## src/hdl/cba_pkg.sv

```systemverilog
package cba_pkg;

  // ==========================================================================
  // widths
  localparam int ADDR_W = 12;
  localparam int PAGE_W = 4;
  localparam int DATA_W = 8;

  // ==========================================================================
  // status byte positions on the data bus during the address strobe
  localparam int ST_PAGE_LSB  = 0;
  localparam int ST_INPUT_BIT = 4;
  localparam int ST_FETCH_BIT = 5;
  localparam int ST_DELAY_BIT = 6;
  localparam int ST_HALT_BIT  = 7;

  // ==========================================================================
  // timing: a 1 us nominal strobe (1 MHz crystal) at the 40 MHz system clock
  localparam int SYS_CLK_MHZ      = 40;
  localparam int STROBE_TIME_NS   = 1000;
  localparam int ADS_TIME_NS      = 500;
  localparam int STROBE_CYC       = (STROBE_TIME_NS * SYS_CLK_MHZ + 999) / 1000;
  localparam int ADS_CYC          = (ADS_TIME_NS * SYS_CLK_MHZ + 999) / 1000;
  localparam int CNT_W            = 8;
  localparam logic [CNT_W-1:0] STROBE_CNT = CNT_W'(STROBE_CYC - 1);
  localparam logic [CNT_W-1:0] ADS_CNT    = CNT_W'(ADS_CYC - 1);

  // ==========================================================================
  // request from the processor core side
  typedef struct packed {
    logic [ADDR_W-1:0] addr;
    logic [PAGE_W-1:0] page;
    logic              isRead;
    logic              isFetch;
    logic              isDelay;
    logic              isHalt;
    logic [DATA_W-1:0] wdata;
  } cba_req_type;

  typedef enum logic [2:0] {
    ST_IDLE,
    ST_REQ,
    ST_ADS,
    ST_DATA,
    ST_DONE
  } cba_state_type;

endpackage : cba_pkg

```

## src/hdl/cba_bus_access.sv

```systemverilog
`timescale 1ns/1ps
// How it works
// - raise bus request before any transfer; wait for chain enable grant
// - with request and grant high, hold bus until done, then drop request
// - hold chain enable out low while owning the bus
// - raise chain enable out when finished to pass control downstream
// - simultaneous requests can both be granted: chain enable out drops in the same cycle that bus request rises
// - drive the latched 12-bit address for the whole cycle
// - during address strobe, data bus carries page bits and four flags
// - input-cycle flag high for read, low for write
// - fetch flag high when fetching an instruction's first byte
// - address strobe first, then exactly one data strobe
// - read data sampled while read strobe low; write data valid while low
// - never assert read and write strobes in the same cycle
// - fast memories are served by the normal strobe length
// - strobe stretched for as long as cycle extend is low
module cba_bus_access
  import cba_pkg::*;
(
  input  wire logic              sys_clk,            // 40 MHz system clock
  input  wire logic              rst_n,              // async reset, active low
  input  wire cba_req_type       coreReq,            // cycle description
  input  wire logic              coreReqValid,       // core asks for a cycle
  output logic                   coreReqReady,       // idle with no cycle requested
  output logic                   coreDone,           // one-cycle completion pulse
  output logic [DATA_W-1:0]      coreRdata,          // data read
  input  wire logic              chainEnableIn,      // grant from upstream
  output logic                   busRequestLine,     // bus request, active high
  output logic                   chainEnableOut,     // grant to downstream
  output logic [ADDR_W-1:0]      lowAddressLines,    // address pin drive
  output logic                   lowAddressOe_n,     // address enable, low drives
  input  wire logic [DATA_W-1:0] dataBusIn,          // data bus pins in
  output logic [DATA_W-1:0]      dataBusOut,         // data bus pins out
  output logic                   dataBusOe_n,        // data enable, low drives
  output logic                   addressStrobe_n,    // address strobe
  output logic                   readStrobe_n,       // read strobe
  output logic                   writeStrobe_n,      // write strobe
  output logic                   strobeOe_n,         // strobe enable, low drives
  input  wire logic              cycleExtend_n       // stretch strobe while low
);

  // ==========================================================================
  // input synchronisers
  logic       enInMeta_r;
  logic       enInSync_r;
  logic       extMeta_r;
  logic       extSync_r;
  logic [DATA_W-1:0] dinMeta_r;
  logic [DATA_W-1:0] dinSync_r;

  // grant from upstream
  always_ff @(posedge sys_clk or negedge rst_n) begin
    if (!rst_n) begin
      enInMeta_r <= 1'b0;
      enInSync_r <= 1'b0;
    end else begin
      enInMeta_r <= chainEnableIn;
      enInSync_r <= enInMeta_r;
    end
  end

  // cycle extend idles high so that reset does not look like a hold
  always_ff @(posedge sys_clk or negedge rst_n) begin
    if (!rst_n) begin
      extMeta_r <= 1'b1;
      extSync_r <= 1'b1;
    end else begin
      extMeta_r <= cycleExtend_n;
      extSync_r <= extMeta_r;
    end
  end

  // data bus pins
  always_ff @(posedge sys_clk or negedge rst_n) begin
    if (!rst_n) begin
      dinMeta_r <= '0;
      dinSync_r <= '0;
    end else begin
      dinMeta_r <= dataBusIn;
      dinSync_r <= dinMeta_r;
    end
  end

  // ==========================================================================
  // sequencer
  cba_state_type     state_r;
  cba_state_type     state_nxt;
  cba_req_type       req_r;
  logic [CNT_W-1:0]  cnt_r;
  logic [DATA_W-1:0] rdata_r;

  wire granted   = enInSync_r;
  wire cntDone   = (cnt_r == '0);
  wire holdOff   = !extSync_r;
  wire dataEnd   = cntDone && !holdOff;
  wire [DATA_W-1:0] statusByte = {req_r.isHalt, req_r.isDelay,
                                  req_r.isFetch, req_r.isRead,
                                  req_r.page};

  always_comb begin
    state_nxt = state_r;
    case (state_r)
      ST_IDLE: if (coreReqValid) state_nxt = ST_REQ;
      ST_REQ:  if (granted) state_nxt = ST_ADS;
      ST_ADS:  if (cntDone) state_nxt = ST_DATA;
      ST_DATA: if (dataEnd) state_nxt = ST_DONE;
      ST_DONE: state_nxt = ST_IDLE;
      default: state_nxt = ST_IDLE;
    endcase
  end

  always_ff @(posedge sys_clk or negedge rst_n) begin
    if (!rst_n) begin
      state_r <= ST_IDLE;
    end else begin
      state_r <= state_nxt;
    end
  end

  // the cycle description is frozen for the whole cycle
  always_ff @(posedge sys_clk or negedge rst_n) begin
    if (!rst_n) begin
      req_r <= '0;
    end else if (state_r == ST_IDLE && coreReqValid) begin
      req_r <= coreReq;
    end
  end

  // strobe timer: loaded at grant and at the end of the address strobe
  always_ff @(posedge sys_clk or negedge rst_n) begin
    if (!rst_n) begin
      cnt_r <= '0;
    end else if (state_r == ST_REQ && granted) begin
      cnt_r <= ADS_CNT;
    end else if (state_r == ST_ADS && cntDone) begin
      cnt_r <= STROBE_CNT;
    end else if (!cntDone) begin
      cnt_r <= cnt_r - 1'b1;
    end
  end

  always_ff @(posedge sys_clk or negedge rst_n) begin
    if (!rst_n) begin
      rdata_r <= '0;
    end else if (state_r == ST_DATA && req_r.isRead) begin
      rdata_r <= dinSync_r;
    end
  end

  // ==========================================================================
  // next pin values, decoded from the next state
  wire              inAdsNxt   = (state_nxt == ST_ADS);
  wire              inData     = (state_nxt == ST_DATA);
  wire              ownNxt     = inAdsNxt || inData;
  wire              reqNxt     = (state_nxt == ST_REQ) || ownNxt;
  wire              passNxt    = reqNxt ? 1'b0 : enInSync_r;
  wire              rdStbNxt_n = !(inData && req_r.isRead);
  wire              wrStbNxt_n = !(inData && !req_r.isRead);
  wire              driveData  = inAdsNxt || !wrStbNxt_n;
  wire [DATA_W-1:0] dataNxt    = inAdsNxt ? statusByte : req_r.wdata;
  wire              finishing  = (state_r == ST_DATA) && dataEnd;
  wire [DATA_W-1:0] rdataNxt   = req_r.isRead ? dinSync_r : rdata_r;
  wire              readyNxt   = (state_nxt == ST_IDLE) && !coreReqValid;

  // ==========================================================================
  // arbitration pins
  always_ff @(posedge sys_clk or negedge rst_n) begin
    if (!rst_n) begin
      busRequestLine <= 1'b0;
      chainEnableOut <= 1'b0;
    end else begin
      busRequestLine <= reqNxt;
      chainEnableOut <= passNxt;
    end
  end

  // ==========================================================================
  // address pins, latched for the whole cycle
  always_ff @(posedge sys_clk or negedge rst_n) begin
    if (!rst_n) begin
      lowAddressLines <= '0;
      lowAddressOe_n  <= 1'b1;
    end else begin
      lowAddressLines <= req_r.addr;
      lowAddressOe_n  <= !ownNxt;
    end
  end

  // ==========================================================================
  // strobe pins
  always_ff @(posedge sys_clk or negedge rst_n) begin
    if (!rst_n) begin
      addressStrobe_n <= 1'b1;
      readStrobe_n    <= 1'b1;
      writeStrobe_n   <= 1'b1;
      strobeOe_n      <= 1'b1;
    end else begin
      addressStrobe_n <= !inAdsNxt;
      readStrobe_n    <= rdStbNxt_n;
      writeStrobe_n   <= wrStbNxt_n;
      strobeOe_n      <= !ownNxt;
    end
  end

  // ==========================================================================
  // data bus pins: status byte during the address strobe, then write data
  always_ff @(posedge sys_clk or negedge rst_n) begin
    if (!rst_n) begin
      dataBusOut  <= '0;
      dataBusOe_n <= 1'b1;
    end else begin
      dataBusOut  <= dataNxt;
      dataBusOe_n <= !driveData;
    end
  end

  // ==========================================================================
  // core side
  always_ff @(posedge sys_clk or negedge rst_n) begin
    if (!rst_n) begin
      coreReqReady <= 1'b0;
      coreDone     <= 1'b0;
    end else begin
      coreReqReady <= readyNxt;
      coreDone     <= finishing;
    end
  end

  always_ff @(posedge sys_clk or negedge rst_n) begin
    if (!rst_n) begin
      coreRdata <= '0;
    end else if (finishing) begin
      coreRdata <= rdataNxt;
    end
  end

endmodule : cba_bus_access

```

## config.mk

```make
export PLATFORM = sky130hd
export DESIGN_NAME = cba_bus_access
export DESIGN_NICKNAME = d
export VERILOG_FILES = /design/src/hdl/cba_pkg.sv /design/src/hdl/cba_bus_access.sv
export SDC_FILE = /design/constraint.sdc
export NUM_CORES = 1
export LEC_CHECK = 0
export BUFFER_PORTS_ARGS = -buffer_cell sky130_fd_sc_hd__buf_4
export CORE_MARGIN = 1
export CORE_UTILIZATION = 33
export CTS_CLUSTER_SIZE = 10
export DETAILED_ROUTE_END_ITERATION = 16
export GPL_TIMING_DRIVEN = 0
export PLACE_DENSITY = 0.58
export RECOVER_POWER = 50
export SLEW_MARGIN = 10
export SYNTH_ARGS = -nofsm -noshare
export SYNTH_HDL_FRONTEND = slang
export SYNTH_SLANG_ARGS = --single-unit
```

## constraint.sdc

```tcl
create_clock -name sys_clk -period 3.2 [get_ports sys_clk]
set_input_delay 0 -clock sys_clk [delete_from_list [all_inputs] [get_ports sys_clk]]
set_output_delay 0 -clock sys_clk [all_outputs]
set_load 0.01 [all_outputs]
```

Yosys cells after proc, flatten, opt, wreduce, memory -nomap -nowiden

Cells that the tools add are included.

Bits of input ports: 41
Register bits: 104
Output and inout bits: 38

Add/subtract/negate cells: 1
Equality and inequality tests: 7
Muxes and demuxes: 11
Reduce and logical (&&, ||, !) cells: 22

Operator list:

| kind                                                                    | count |
|---|---|
| 8-bit two-way mux                                                       | 5 |
| 3-bit by 2-bit == test with 1-bit output, second input constant         | 4 |
| 3-bit two-way mux                                                       | 4 |
| 3-bit one-hot mux with 4 select lines                                   | 1 |
| 1-bit logical AND                                                       | 9 |
| 8-bit logical NOT                                                       | 1 |
| 8-bit by 1-bit subtractor with 8-bit output, second input constant      | 1 |
| 1-bit logical NOT                                                       | 7 |
| 3-bit by 1-bit == test with 1-bit output, second input constant         | 2 |
| 3-bit logical NOT                                                       | 2 |
| 1-bit logical OR                                                        | 3 |
| 3-bit by 1-bit inequality test with 1-bit output, second input constant | 1 |
| 1-bit two-way mux                                                       | 1 |

Logic depth before layout (Yosys ltp)

Depth in word-level cells: 8
Depth in mapped cells: 6

Worst setup path before layout

Ideal clock, no wire load.

Kind: register to register
Start point: register cnt_r[0]
End point: register cnt_r[1]
Stages on the path, launching flop included: 7
Path slack: 1505 ps
Buffers on the path: 1
Arrival: 1570 ps
Required time: 3074 ps
Cell sequence: dfrtp_1 > inv_1 > ha_1 > or4b_4 > clkbuf_8 > nor4_1 > o21ai_1

Longest elaborated chain between the ends: 4

RTL lines:

| item                                                                                    | RTL line                                     | RTL |
|---|---|---|
| start: declaration                                                                      | cba_bus_access.sv:89                         | `logic [CNT_W-1:0] cnt_r;` |
| start signal: assignment                                                                | cba_bus_access.sv:138                        | `cnt_r <= cnt_r - 1'b1;` |
| 8-bit by 1-bit subtractor with 8-bit output / 8-bit logical NOT (equally long branches) | cba_bus_access.sv:138, cba_bus_access.sv:93  |  |
| 8-bit two-way mux / 1-bit logical AND (equally long branches)                           | cba_bus_access.sv:137, cba_bus_access.sv:135 |  |
| 8-bit two-way mux                                                                       | cba_bus_access.sv:135                        | `end else if (state_r == ST_ADS && cntDone) begin` |
| 8-bit two-way mux                                                                       | cba_bus_access.sv:133                        | `end else if (state_r == ST_REQ && granted) begin` |

Several ways; a longest one is shown, not always the timed one. The select of a mux whose other input is x is not followed.
A chain may end at the register's enable or synchronous reset.

Worst setup path after layout

Start point: register cnt_r[0]
End point: register chainEnableOut

Longest elaborated chain between the ends: 8

RTL lines:

| item                                                               | RTL line                                     | RTL |
|---|---|---|
| 8-bit logical NOT *                                                | cba_bus_access.sv:93                         | `wire cntDone = (cnt_r == '0);` |
| 1-bit logical AND                                                  | cba_bus_access.sv:95                         | `wire dataEnd = cntDone && !holdOff;` |
| 3-bit two-way mux                                                  | cba_bus_access.sv:106                        | `ST_DATA: if (dataEnd) state_nxt = ST_DONE;` |
| 3-bit one-hot mux with 4 select lines *                            | cba_bus_access.sv:102                        | `case (state_r)` |
| 3-bit by 2-bit == test with 1-bit output, on equally long branches | cba_bus_access.sv:152, cba_bus_access.sv:153 |  |
| 1-bit logical OR                                                   | cba_bus_access.sv:154                        | `wire ownNxt = inAdsNxt \|\| inData;` |
| 1-bit logical OR *                                                 | cba_bus_access.sv:155                        | `wire reqNxt = (state_nxt == ST_REQ) \|\| ownNxt;` |
| 1-bit two-way mux *                                                | cba_bus_access.sv:156                        | `wire passNxt = reqNxt ? 1'b0 : enInSync_r;` |
| net passNxt                                                        | cba_bus_access.sv:156                        |  |
| end signal: assignment                                             | cba_bus_access.sv:173                        | `chainEnableOut <= passNxt;` |
| end: declaration                                                   | cba_bus_access.sv:29                         | `output logic chainEnableOut,` |

The timed path passes the listed nets; every way through them passes the cells marked *.

==> results_tabular.tex <==
\begin{tabular}{lr}
\hline
Metric & Value \\
\hline
\multicolumn{2}{l}{\textbf{Die}} \\
Top-Level Pins & 79 \\
Row count & 39 \\
Overall die area & 0.0125 mm2 \\
Core Footprint & 0.0116 mm2 \\
Die boundary width & about 110 um \\
Starting density of the core & 0.344 \\
Height of the chip & 112 um \\
\multicolumn{2}{l}{\textbf{Routing}} \\
DRC violation count after routing & 5 \\
Wirelength per Cell & roughly 15 um \\
Final antenna-violating net count & 0 \\
Aggregate routed wire length & slightly above 8 mm \\
Mean number of vias per cell & roughly 4.8 \\
Number of vias in the routed layout & around 2.6k \\
DRT iter0 DRCs & 103 \\
Length of the first detailed-routing pass in iterations & 10 \\
\multicolumn{2}{l}{\textbf{Final layout}} \\
Number of nets in the finished design & roughly 450 \\
Layout area overhead & 33.2\% \\
Share of cells above drive strength 1 & 0.324 \\
Count of inserted antenna diode cells & 0 \\
Final core utilization & 0.458 \\
Final design instance area without fill & 0.00530 mm2 \\
\multicolumn{2}{l}{\textbf{Yosys}} \\
Post-synthesis share of cell area spent on xor and xnor gates & 0 \\
Top cell type's share of synthesized area & 0.610 \\
Total of warnings raised by yosys & 0 \\
Avg Synthesized Cell Area & around 14 um2 \\
EDFF count, synth & 0 \\
Total nets after synthesis & 318 \\
Count of different cell masters after synthesis & 46 \\
Number of instances in the synthesized netlist & around 280 \\
Top cells by area in the synthesized netlist & sky130\_fd\_sc\_hd\_\_dfrtp\_1, sky130\_fd\_sc\_hd\_\_mux2\_2, sky130\_fd\_sc\_hd\_\_dfstp\_2 \\
Fraction of the mapped netlist area in simple logic gates & 0.0937 \\
Share of synthesized registers carrying an async set or reset & 1.00 \\
Combinational family with the most area after synthesis & multiplexers \\
Adder-cell share of the synthesized area & 0.00314 \\
Top cell type by total area after synthesis & sky130\_fd\_sc\_hd\_\_dfrtp\_1 \\
Sequential-to-total area share from yosys stat & 0.656 \\
Multiplexer share of the synthesized area & 0.150 \\
Area of the mapped netlist & 0.00398 mm2 \\
Fraction of the mapped netlist area in compound gates & 0.0657 \\
Most used flip-flop cell after synthesis & sky130\_fd\_sc\_hd\_\_dfrtp\_1 \\
Number of synthesized register bits & 104 \\
\multicolumn{2}{l}{\textbf{Pwr}} \\
Power Total & around 4.7 mW \\
Cell area power density & 891 mW/mm2 \\
Leakage power & around 2.3 nW \\
Max VDD drop & 0.443 mV \\
\multicolumn{2}{l}{\textbf{Global routing}} \\
Number of antenna violations at the first check in global routing & 0 \\
Grt total ovfl & 0 \\
Number of global-route vias before repair & 2697 \\
Wire length of the first global-routing pass & between 10 and 15 mm \\
Largest net degree at the start of global routing & 105 \\
GR Util All Layers & 0.143 \\
\multicolumn{2}{l}{\textbf{Job}} \\
Max Cap Violations & 0 \\
\multicolumn{2}{l}{\textbf{Clock network}} \\
Num CTS Buffers & 9 \\
Clk slew on worst S/H paths & roughly 0.070 ns \\
CTS Buffer Depth & 2 \\
Clk\_lat worst skew & 0.35 ns \\
Level count of the clock H-tree & 3 \\
Root buffer cell & sky130\_fd\_sc\_hd\_\_clkbuf\_16 \\
CTS Sinks & 104 \\
Clock tree from TritonCTS & done \\
\multicolumn{2}{l}{\textbf{Critical path}} \\
Required time reported for the critical path endpoint & 3.38 ns \\
Launching element type of the critical path & flop \\
Data arrival time at the worst-slack endpoint & roughly 2.2 ns \\
Crit-path max FO & 10 \\
Setup crit end kind & flop \\
R2r setup slk & 1.20 ns \\
CP Class & flop to flop \\
\multicolumn{2}{l}{\textbf{Timing}} \\
Clk\_skew & 0.00903 ns \\
Final Hold Viols & 0 \\
Unrepaired setup endpoints after global routing & no \\
Final setup margin & 1.20 ns \\
Final setup violation count & 0 \\
Actual transition at the worst max-transition pin & 0.952 ns \\
Headroom to the max-slew limit & 0.365 \\
Final critical-path required period & 2.00 ns \\
Period utilisation layout & 0.624 \\
Final slew viol count & 0 \\
Setup tns final & 0 ns \\
Max Clk Rate & 0.501 GHz \\
\multicolumn{2}{l}{\textbf{Placement}} \\
GPL Wtd Cong & 0.805 \\
Setup slack at placement & 1.26 ns \\
Area post-placement & 0.00475 mm2 \\
Number of port buffers & 78 \\
Hpwl dp & 5.14 mm \\
\multicolumn{2}{l}{\textbf{Outcome}} \\
Run status & complete, but fails checks \\
Failing checks & design-rule violations \\
\multicolumn{2}{l}{\textbf{Hold path}} \\
Path type of the worst min-delay path & input port to flop \\
\hline
\end{tabular}
==> registers in the layout, indices dropped and copies added (netlist names), 3 cells and up <==
register	count
rdata_r	8
coreRdata	8
dataBusOut	8
state_r	3
dinSync_r	8
dinMeta_r	8
req_r	28
lowAddressLines	12
cnt_r	8
==> worst paths after layout <==
check,start,endpoint,depth (start not counted)
max in group asynchronous,rst_n,rdata_r[2]$_DFFE_PN0P_,2
setup reg to reg,cnt_r[0]$_DFFE_PN0P_,chainEnableOut$_DFF_PN0_,6
hold / removal,dataBusIn[4],dinMeta_r[4]$_DFF_PN0_,2
min in group asynchronous,rst_n,dinMeta_r[0]$_DFF_PN0_,2
hold reg to reg,dinMeta_r[3]$_DFF_PN0_,dinSync_r[3]$_DFF_PN0_,0
setup / recovery,cnt_r[0]$_DFFE_PN0P_,chainEnableOut$_DFF_PN0_,6
==> area by class of cell <==
cell class	instances	area (um2)
flip-flops and latches	104	2610
fillers	1091	6260
clock buffers	11	233
multi-input cells	150	1240
inverters	4	15.0
well taps	143	179
plain buffers	18	109
clock inverters	5	65.1
repair buffers	118	847
==> synth_stat cells (all sizes together), types with 2 or more instances <==
cell type  instances
a211o              2
or3                2
inv                4
dfrtp             97
a21boi             2
o21ai              5
dfstp              7
clkbuf             5
nand3b             2
o31ai              4
nand2             20
nor4               2
mux2              52
nand2b             4
or4                3
nor2               6
buf               13
nor3               3
nand3              5
o211ai            16
a21oi              4
nor4b              3
==> metal layers <==
layer	vias up	part of all wire	GRT usage
met3	10	0.048	0.0550
li1	1240	-	-
met2	60	0.49	0.222
met5	-	0	0
met1	1321	0.45	0.180
met4	0	0.017	0.0568
==> layout by cell type, fill, tap and decap left out, drive strengths merged, types with 2 or more instances in the layout <==
master,instances
a21oi,4
nor3,3
a21boi,2
dlygate4sd3,40
nand3,5
o31ai,4
a211o,2
clkinvlp,2
dfrtp,97
o21ai,5
or3,2
o211ai,16
nand2b,4
nand3b,2
dfstp,7
nand2,20
nor4b,3
nor2,6
buf,42
inv,6
mux2,52
nor4,2
clkbuf,65
or4,3
==> metrics by stage <==
step	cells	hold WS (ns)
detailed placement	497	0.110
global route	553	0.294
CTS	553	0.277
global placement	497	0.109
floorplan	276	-0.296
finish	553	0.312
==> worst max-delay path: stages (launching register included) <==
cell and delay [ns]:
sky130_fd_sc_hd__dfrtp_1 0.40, sky130_fd_sc_hd__inv_1 0.09, sky130_fd_sc_hd__ha_1 0.20, sky130_fd_sc_hd__nor4b_4 0.26
sky130_fd_sc_hd__buf_4 0.24, sky130_fd_sc_hd__a31oi_1 0.14, sky130_fd_sc_hd__nor4b_1 0.50
==> cells by family after synthesis <==
group / count (synthesis)
flops: 104
simple gates: 59
fa+ha+maj: 1
mux: 53
compound gates: 37
buf+inv: 22
==> timing repair <==
item                                   in CTS  in global routing
setup buffers                               0                  0
gates resized for setup                     0                  0
endpoints found under the hold margin     136                  0
hold buffers                               40                  0
==> report_power, final <==
group	switching [mW]	internal (mW)
clock	0.487	0.615
sequential	0.241	1.83
combinational	0.799	0.748
total	1.53	3.20
Note: power is estimated with default switching activity, not from simulation.
